--- src/design/gcra_pkg.sv ---
// package: shared types and constants for the gmii clock enable rate adapter
package gcra_pkg;

	// line speed selection code
	typedef enum logic [1:0] {
		GCRA_SPD_10   = 2'b00,
		GCRA_SPD_100  = 2'b01,
		GCRA_SPD_1000 = 2'b10,
		GCRA_SPD_RSVD = 2'b11
	} gcra_speed_t;

	// one (g)mii beat: data byte plus its two control bits
	typedef struct packed {
		logic [7:0] data;
		logic       en;
		logic       er;
	} gcra_beat_t;

	localparam int unsigned GCRA_BEAT_W    = 10;
	localparam int unsigned GCRA_FIFO_DEPTH = 8;
	localparam int unsigned GCRA_CNT_W     = 7;

	// enable period in reference clock cycles per speed
	localparam logic [6:0] GCRA_PER_1000 = 7'h01;
	localparam logic [6:0] GCRA_PER_100  = 7'h0a;
	localparam logic [6:0] GCRA_PER_10   = 7'h64;

	localparam gcra_beat_t GCRA_BEAT_IDLE = '{data: 8'h00, en: 1'b0, er: 1'b0};

	// reserved code falls back to gigabit pacing
	function automatic logic [6:0] gcra_period(input gcra_speed_t spd);
		logic [6:0] per;
		per = GCRA_PER_1000;
		unique case (spd)
			GCRA_SPD_10:   per = GCRA_PER_10;
			GCRA_SPD_100:  per = GCRA_PER_100;
			GCRA_SPD_1000: per = GCRA_PER_1000;
			GCRA_SPD_RSVD: per = GCRA_PER_1000;
		endcase
		return per;
	endfunction

endpackage

--- src/design/gcra_fifo.sv ---
// small synchronous fifo with registered read data and registered ready
`timescale 1ns/1ns
module gcra_fifo #(
	parameter int unsigned WIDTH = 10,
	parameter int unsigned DEPTH = 8
) (
	input  wire logic             clk_in,
	input  wire logic             rstn_in,
	input  wire logic             in_valid_in,
	input  wire logic [WIDTH-1:0] in_data_in,
	output logic                  in_ready_out,
	output logic                  out_valid_out,
	output logic [WIDTH-1:0]      out_data_out,
	input  wire logic             out_ready_in
);

	localparam int unsigned AW = $clog2(DEPTH);

	logic [WIDTH-1:0] mem_q [DEPTH];
	logic [AW-1:0]    wr_ptr_q;
	logic [AW-1:0]    rd_ptr_q;
	logic [AW:0]      cnt_q;
	logic [AW:0]      cnt_d;
	logic             in_ready_q;
	logic             out_valid_q;
	logic [WIDTH-1:0] out_data_q;
	logic             wr;
	logic             ld;

	assign wr            = in_valid_in && in_ready_q;
	assign ld            = (cnt_q != '0) && (!out_valid_q || out_ready_in);
	assign cnt_d         = cnt_q + {{AW{1'b0}}, wr} - {{AW{1'b0}}, ld};
	assign in_ready_out  = in_ready_q;
	assign out_valid_out = out_valid_q;
	assign out_data_out  = out_data_q;

	always_ff @(posedge clk_in) begin
		if (wr) begin
			mem_q[wr_ptr_q] <= in_data_in;
		end
	end

	// ready is a flop loaded from the next count, so it drops in the same cycle the fifo turns full
	always_ff @(posedge clk_in or negedge rstn_in) begin
		if (!rstn_in) begin
			wr_ptr_q   <= '0;
			rd_ptr_q   <= '0;
			cnt_q      <= '0;
			in_ready_q <= 1'b0;
		end else begin
			wr_ptr_q   <= wr ? AW'(wr_ptr_q + 1'b1) : wr_ptr_q;
			rd_ptr_q   <= ld ? AW'(rd_ptr_q + 1'b1) : rd_ptr_q;
			cnt_q      <= cnt_d;
			in_ready_q <= cnt_d < (AW+1)'(DEPTH);
		end
	end

	always_ff @(posedge clk_in or negedge rstn_in) begin
		if (!rstn_in) begin
			out_valid_q <= 1'b0;
			out_data_q  <= '0;
		end else if (ld) begin
			out_valid_q <= 1'b1;
			out_data_q  <= mem_q[rd_ptr_q];
		end else if (out_ready_in) begin
			out_valid_q <= 1'b0;
		end
	end

endmodule

--- src/design/gcra_pacer.sv ---
// clock enable source: one pulse per speed-dependent period
`timescale 1ns/1ns
module gcra_pacer
	import gcra_pkg::*;
(
	input  wire logic        clk_in,
	input  wire logic        rstn_in,
	input  wire gcra_speed_t speed_in,
	output logic             ce_out
);

	logic [6:0]  cnt_q;
	logic [6:0]  per;
	gcra_speed_t spd_q;
	logic        ce_q;

	assign per    = gcra_period(speed_in);
	assign ce_out = ce_q;

	always_ff @(posedge clk_in or negedge rstn_in) begin
		if (!rstn_in) begin
			spd_q <= GCRA_SPD_1000;
		end else begin
			spd_q <= speed_in;
		end
	end

	// restart on a speed change so the first pulse after it is already evenly spaced
	always_ff @(posedge clk_in or negedge rstn_in) begin
		if (!rstn_in) begin
			cnt_q <= 7'h00;
		end else if (spd_q != speed_in || cnt_q >= per - 7'h01) begin
			cnt_q <= 7'h00;
		end else begin
			cnt_q <= cnt_q + 7'h01;
		end
	end

	// single-cycle pulse when the count wraps; period 1 holds it high every cycle
	always_ff @(posedge clk_in or negedge rstn_in) begin
		if (!rstn_in) begin
			ce_q <= 1'b0;
		end else if (per == GCRA_PER_1000) begin
			ce_q <= 1'b1;
		end else begin
			ce_q <= (spd_q != speed_in) || (cnt_q >= per - 7'h01);
		end
	end

endmodule

--- src/design/gcra_top.sv ---
// top: (g)mii clock enable pacing, transmit capture with fifo, receive launch
// Function
// - transmit enable source comes from transmit pacing on the inbound reference clock.
// - 100 Mbps asserts the enable source one cycle in ten.
// - 10 Mbps asserts the enable source one cycle in one hundred.
// - transmit data and control are captured only when the transmit sink is high.
// - receive enable source follows the same speed pacing as transmit.
// - receive data and control change only when the receive sink is high.
// - receive outputs are timed from the single reference clock, no own clock.
// - transmit inputs are registered on the single reference clock, no own clock.
`timescale 1ns/1ns
module gcra_top
	import gcra_pkg::*;
(
	input  wire logic        clk_in,
	input  wire logic        rstn_in,
	input  wire logic [1:0]  speed_in,
	output logic             tx_ce_src_out,
	input  wire logic        tx_ce_sink_in,
	input  wire logic [7:0]  txd_in,
	input  wire logic        tx_en_in,
	input  wire logic        tx_er_in,
	output logic             tx_ready_out,
	output logic             tx_drop_out,
	output gcra_beat_t       tx_pcs_out,
	output logic             tx_pcs_valid_out,
	input  wire logic        tx_pcs_ready_in,
	output logic             rx_ce_src_out,
	input  wire logic        rx_ce_sink_in,
	input  wire gcra_beat_t  rx_pcs_in,
	input  wire logic        rx_pcs_valid_in,
	output logic             rx_pcs_ready_out,
	output logic [7:0]       rxd_out,
	output logic             rx_dv_out,
	output logic             rx_er_out
);

	logic [1:0]  spd_meta_q;
	logic [1:0]  spd_sync_q;
	gcra_speed_t spd;
	gcra_beat_t  tx_cap_q;
	logic        tx_cap_vld_q;
	logic        tx_drop_q;
	logic        fifo_in_ready;
	logic [9:0]  fifo_out_data;
	gcra_beat_t  rx_hold_q;
	logic        rx_hold_full_q;
	logic        rx_ready_q;
	gcra_beat_t  rx_gmii_q;
	logic        rx_accept;
	logic        rx_hold_full_d;

	// speed straps arrive asynchronously: two flops before use
	always_ff @(posedge clk_in or negedge rstn_in) begin
		if (!rstn_in) begin
			spd_meta_q <= 2'h0;
			spd_sync_q <= 2'h0;
		end else begin
			spd_meta_q <= speed_in;
			spd_sync_q <= spd_meta_q;
		end
	end

	assign spd = gcra_speed_t'(spd_sync_q);

	// one pacer per direction; both run on the one reference clock
	gcra_pacer u_tx_pacer (
		.clk_in   (clk_in),
		.rstn_in  (rstn_in),
		.speed_in (spd),
		.ce_out   (tx_ce_src_out)
	);

	gcra_pacer u_rx_pacer (
		.clk_in   (clk_in),
		.rstn_in  (rstn_in),
		.speed_in (spd),
		.ce_out   (rx_ce_src_out)
	);

	// transmit beats are sampled only on qualified edges of the reference clock
	always_ff @(posedge clk_in or negedge rstn_in) begin
		if (!rstn_in) begin
			tx_cap_q     <= GCRA_BEAT_IDLE;
			tx_cap_vld_q <= 1'b0;
		end else begin
			tx_cap_vld_q <= tx_ce_sink_in;
			if (tx_ce_sink_in) begin
				tx_cap_q <= '{data: txd_in, en: tx_en_in, er: tx_er_in};
			end
		end
	end

	// a beat that meets a full fifo is lost; flag it for one cycle
	always_ff @(posedge clk_in or negedge rstn_in) begin
		if (!rstn_in) begin
			tx_drop_q <= 1'b0;
		end else begin
			tx_drop_q <= tx_cap_vld_q && !fifo_in_ready;
		end
	end

	assign tx_drop_out  = tx_drop_q;
	assign tx_ready_out = fifo_in_ready;

	gcra_fifo #(
		.WIDTH (GCRA_BEAT_W),
		.DEPTH (GCRA_FIFO_DEPTH)
	) u_tx_fifo (
		.clk_in        (clk_in),
		.rstn_in       (rstn_in),
		.in_valid_in   (tx_cap_vld_q),
		.in_data_in    (tx_cap_q),
		.in_ready_out  (fifo_in_ready),
		.out_valid_out (tx_pcs_valid_out),
		.out_data_out  (fifo_out_data),
		.out_ready_in  (tx_pcs_ready_in)
	);

	assign tx_pcs_out = gcra_beat_t'(fifo_out_data);

	// receive side: one-beat holding register ahead of the launch stage
	always_comb begin
		rx_accept      = rx_pcs_valid_in && rx_ready_q;
		rx_hold_full_d = rx_hold_full_q;
		if (rx_ce_sink_in) begin
			rx_hold_full_d = 1'b0;
		end
		if (rx_accept) begin
			rx_hold_full_d = 1'b1;
		end
	end

	always_ff @(posedge clk_in or negedge rstn_in) begin
		if (!rstn_in) begin
			rx_hold_q <= GCRA_BEAT_IDLE;
		end else if (rx_accept) begin
			rx_hold_q <= rx_pcs_in;
		end
	end

	// ready is registered; it drops as soon as the holding register fills
	always_ff @(posedge clk_in or negedge rstn_in) begin
		if (!rstn_in) begin
			rx_hold_full_q <= 1'b0;
			rx_ready_q     <= 1'b0;
		end else begin
			rx_hold_full_q <= rx_hold_full_d;
			rx_ready_q     <= !rx_hold_full_d;
		end
	end

	assign rx_pcs_ready_out = rx_ready_q;

	// launch only on qualified edges; an empty holder launches an idle beat
	always_ff @(posedge clk_in or negedge rstn_in) begin
		if (!rstn_in) begin
			rx_gmii_q <= GCRA_BEAT_IDLE;
		end else if (rx_ce_sink_in) begin
			rx_gmii_q <= rx_hold_full_q ? rx_hold_q : GCRA_BEAT_IDLE;
		end
	end

	assign rxd_out   = rx_gmii_q.data;
	assign rx_dv_out = rx_gmii_q.en;
	assign rx_er_out = rx_gmii_q.er;

endmodule

--- config.mk ---
export PLATFORM = sky130hd
export DESIGN_NAME = gcra_top
export DESIGN_NICKNAME = d
export VERILOG_FILES = /design/src/design/gcra_pkg.sv /design/src/design/gcra_fifo.sv /design/src/design/gcra_pacer.sv /design/src/design/gcra_top.sv
export SDC_FILE = /design/constraint.sdc
export NUM_CORES = 1
export LEC_CHECK = 0
export ABC_AREA = 1
export ABC_CLOCK_PERIOD_IN_PS = 5300
export BUFFER_PORTS_ARGS = -buffer_cell sky130_fd_sc_hd__buf_2
export CORE_UTILIZATION = 25
export DETAILED_ROUTE_END_ITERATION = 6
export GPL_ROUTABILITY_DRIVEN = 0
export SYNTH_ARGS = -nofsm -noshare
export SYNTH_HDL_FRONTEND = slang
export SYNTH_SLANG_ARGS = --single-unit
--- constraint.sdc ---
create_clock -name clk_in -period 5.3 [get_ports clk_in]
set_input_delay 0 -clock clk_in [delete_from_list [all_inputs] [get_ports clk_in]]
set_output_delay 0 -clock clk_in [all_outputs]
set_load 0.1 [all_outputs]
==> results.md <==
- Kind of critical path: flop to flop
- CTS tree: yes
- Cell-internal power: 2.51 mW
- Clock root buffer: clkbuf_16
- Share of post-route cells with drive strength above 1: 0.201
- Antenna Nets Post-Route: 0
- Final worst path period share: 0.453
- Total grt overflow: 0
- Switching part of the total: 0.405
- Diodes inserted: 0
- CTS Buf Count: 17
- Clock Tree Buf Depth: 2
- RSZ-0062 raised after global routing: no
- Outcome: finished, final reports clean
- Count of unique library cells instantiated by Yosys: 33
- Slowest cell on crit path: inv_1
- Total Routing Usage GR: 0.107
- Most frequent CP cell: inv_1
- Peak Freq: 0.416 GHz
- Tmin final: 2.40 ns
- Critical path's top delay family: adder cells
- Final hold vios: 0
- Pleak: 3.78 nW
- Clock transition at the registers of the reported paths: 0.06 ns
- DRC viols: 0
- Port buffer count: 53
- Top-area cell type share of the netlist area: 0.345
- CTS H-Tree Depth: 4
- Max IR drop VDD: 0.281 mV
- Area Overhead vs Synth: 20.6%
- Reg2reg path depth: 11
- First-pass GRT wire length: 23300 um
- DR vias: 4502
- Final setup fails: 0
- Die ar.: 28500 um^2
- I/O pin total: 54
- Final Util: 0.310
- Nets: 781
- WP data required: 5.61 ns
- Worst Setup Start Kind: flop
- Psw: 1.71 mW
- Rel. slew slack: 0.266
- Async set or reset register ratio after synthesis: 0.494
- Gate Count Post-Synth: 646
- Crit path buffers/inverters: 4
- Pwr/cell area: 503 nW/um^2
- Commonest non-fill, non-tap cells in the layout: 167 x nand2_1, 87 x inv_1, 80 x edfxtp_1, 79 x nand3_1, 76 x dfrtp_1
- Max_cap viols: 0
- Syn. warnings: 0
- Initial antenna violation count: 0
- Path type of the worst min-delay path: input port to flop
- Sequential share of the synthesized area: 0.626
- Top cells by area, synth: edfxtp_1 35%, dfrtp_1 28%, nand2_1 9.0%, nand3_1 5.7%, inv_1 4.7%
- Crit. path cell count: 11
- Synth Cell Area: 6960 um^2
- DR pass1 iterations: 5
- Combinational power share: 0.323
- Synth Register Bits: 158
- CP arrival: 2.71 ns
- Core Footprint: 27100 um^2
- Drt initial violations: 283
- Setup TNS: 0 ns
- Reg power frac: 0.406
- Final WL: 14400 um
- Die Y: 169 um
- Largest stage delay, worst path: 0.39 ns
- EDFF count, synth: 80
- Synth Flop Type: edfxtp_1
- Crit-path max FO: 14
- Cell accounting for the most synthesized area: edfxtp_1
- Worst skew pair latency: 0.42 ns
- Commonest non-fill, non-tap cell in the layout: nand2_1
- FP Rows: 60
- Wire per inst: 12.9 um
- Worst Skew: 0.0132 ns
- Clock power frac: 0.270
- Syn Area/Cell: 10.8 um^2
- Vias in the first global route: 4430
- Largest net degree at the start of global routing: 71
- Hpwl dp: 9030 um
- CP endpoint kind: flop
- Worst Max-Slew Pin Slew: 1.10 ns
- Final Max Slew Viols: 0
- Routed via count divided by cell count: 4.04
- Effective utilization at floorplan: 0.257
- WHS Path Cells: 3
- Sink Count: 158
- Die X: 169 um
- CP cell instances: inv_1 -> ha_1 -> nand3_1 -> nand2_2 -> inv_1 -> ha_1 -> inv_1 -> ha_1 -> inv_1 -> fa_1 -> xnor2_1
## cells in the mapped netlist (all sizes together), types with 4 or more instances
cell type	n
a21oi	5
edfxtp	80
nand2	189
ha	23
buf	18
o21ai	5
nor2	33
mux2	20
dfrtp	77
clkbuf	4
inv	89
nand3	81
xor2	9
## flip-flops by register name, summed over array words and instances (netlist names)
signal                   flops
rx_hold_full_q               1
u_rx_pacer.cnt_q             7
rx_pcs_ready_out             1
u_rx_pacer.ce_out            1
spd                          2
u_tx_fifo.out_valid_out      1
u_tx_fifo.out_data_out      10
rx_er_out                    1
u_tx_fifo.in_ready_out       1
u_tx_pacer.cnt_q             7
u_tx_fifo.cnt_q              4
rx_hold_q                   10
u_tx_fifo.mem_q             80
rxd_out                      8
rx_dv_out                    1
tx_drop_out                  1
spd_meta_q                   2
tx_cap_vld_q                 1
tx_cap_q                    10
u_rx_pacer.spd_q             2
u_tx_fifo.wr_ptr_q           3
u_tx_pacer.ce_out            1
u_tx_fifo.rd_ptr_q           3
## timing repair
item | 4_1_cts | 5_1_grt
hold endpoints to repair | 111 | 0
gates resized for setup | 0 | 0
setup buffers | 0 | 0
hold buffers | 27 | 0
## path summary, 6_finish.rpt
path | startpoint | end | slack [ns]
max | u_tx_fifo.cnt_q[2] | u_tx_fifo.cnt_q[2] | 2.90
min | rx_pcs_valid_in | rx_hold_full_q | 0.17
max reg2reg | u_tx_fifo.cnt_q[2] | u_tx_fifo.cnt_q[2] | 2.90
min reg2reg | spd_meta_q[0] | spd[0] | 0.36
max in group asynchronous | rstn_in | u_tx_fifo.rd_ptr_q[0] | 4.27
min in group asynchronous | rstn_in | tx_drop_out | 0.36
## final cells by class
type	count	area (um^2)
repair buffers	83	561
inverters	89	342
multi-input cells	380	2110
clock inverters	8	52.6
flip-flops and latches	158	4360
well taps	372	465
clock buffers	24	502
fillers	2731	18700
## cell families after synthesis
logic type / after synthesis / synth area share
simple gates: 306 / 0.198
mux: 20 / 0.0324
xor+xnor: 12 / 0.0151
compound gates: 14 / 0.0117
other cells: 1 / 0.000539
fa+ha+maj: 24 / 0.0442
flops: 158 / 0.626
buf+inv: 111 / 0.0723
## metrics by stage
step           power, mW  area, um^2  cells  hold WS, ns  setup WS [ns]
4_1_cts             4.26        8390   1114        0.154           2.87
6_report            4.22        8390   1114        0.174           2.90
2_1_floorplan       2.82        6970    649       -0.296           2.74
3_5_place_dp        3.09        7560   1055       -0.163           2.89
3_3_place_gp        3.08        7560   1055       -0.166           2.95
5_1_grt             4.46        8390   1114        0.222           2.69
## per-layer routing
metal / share of wire / GRT usage
met5: 0 / 0
met1: 0.47 / 0.141
met4: 0.010 / 0.0368
met3: 0.063 / 0.0337
met2: 0.46 / 0.165
## power by group through the flow
stage	logic (mW)	clock network, mW	registers [mW]
floorplan	0.760	0	2.06
global placement	1.34	0	1.74
detailed placement	1.35	0	1.74
CTS	1.38	1.17	1.72
global route	1.50	1.22	1.75
finish	1.36	1.14	1.72
## worst min-delay path: stages
cell	delay, ns
buf_2	0.07
nand2_1	0.29
nand2_1	0.19
Note: power is estimated with default switching activity, not from simulation.
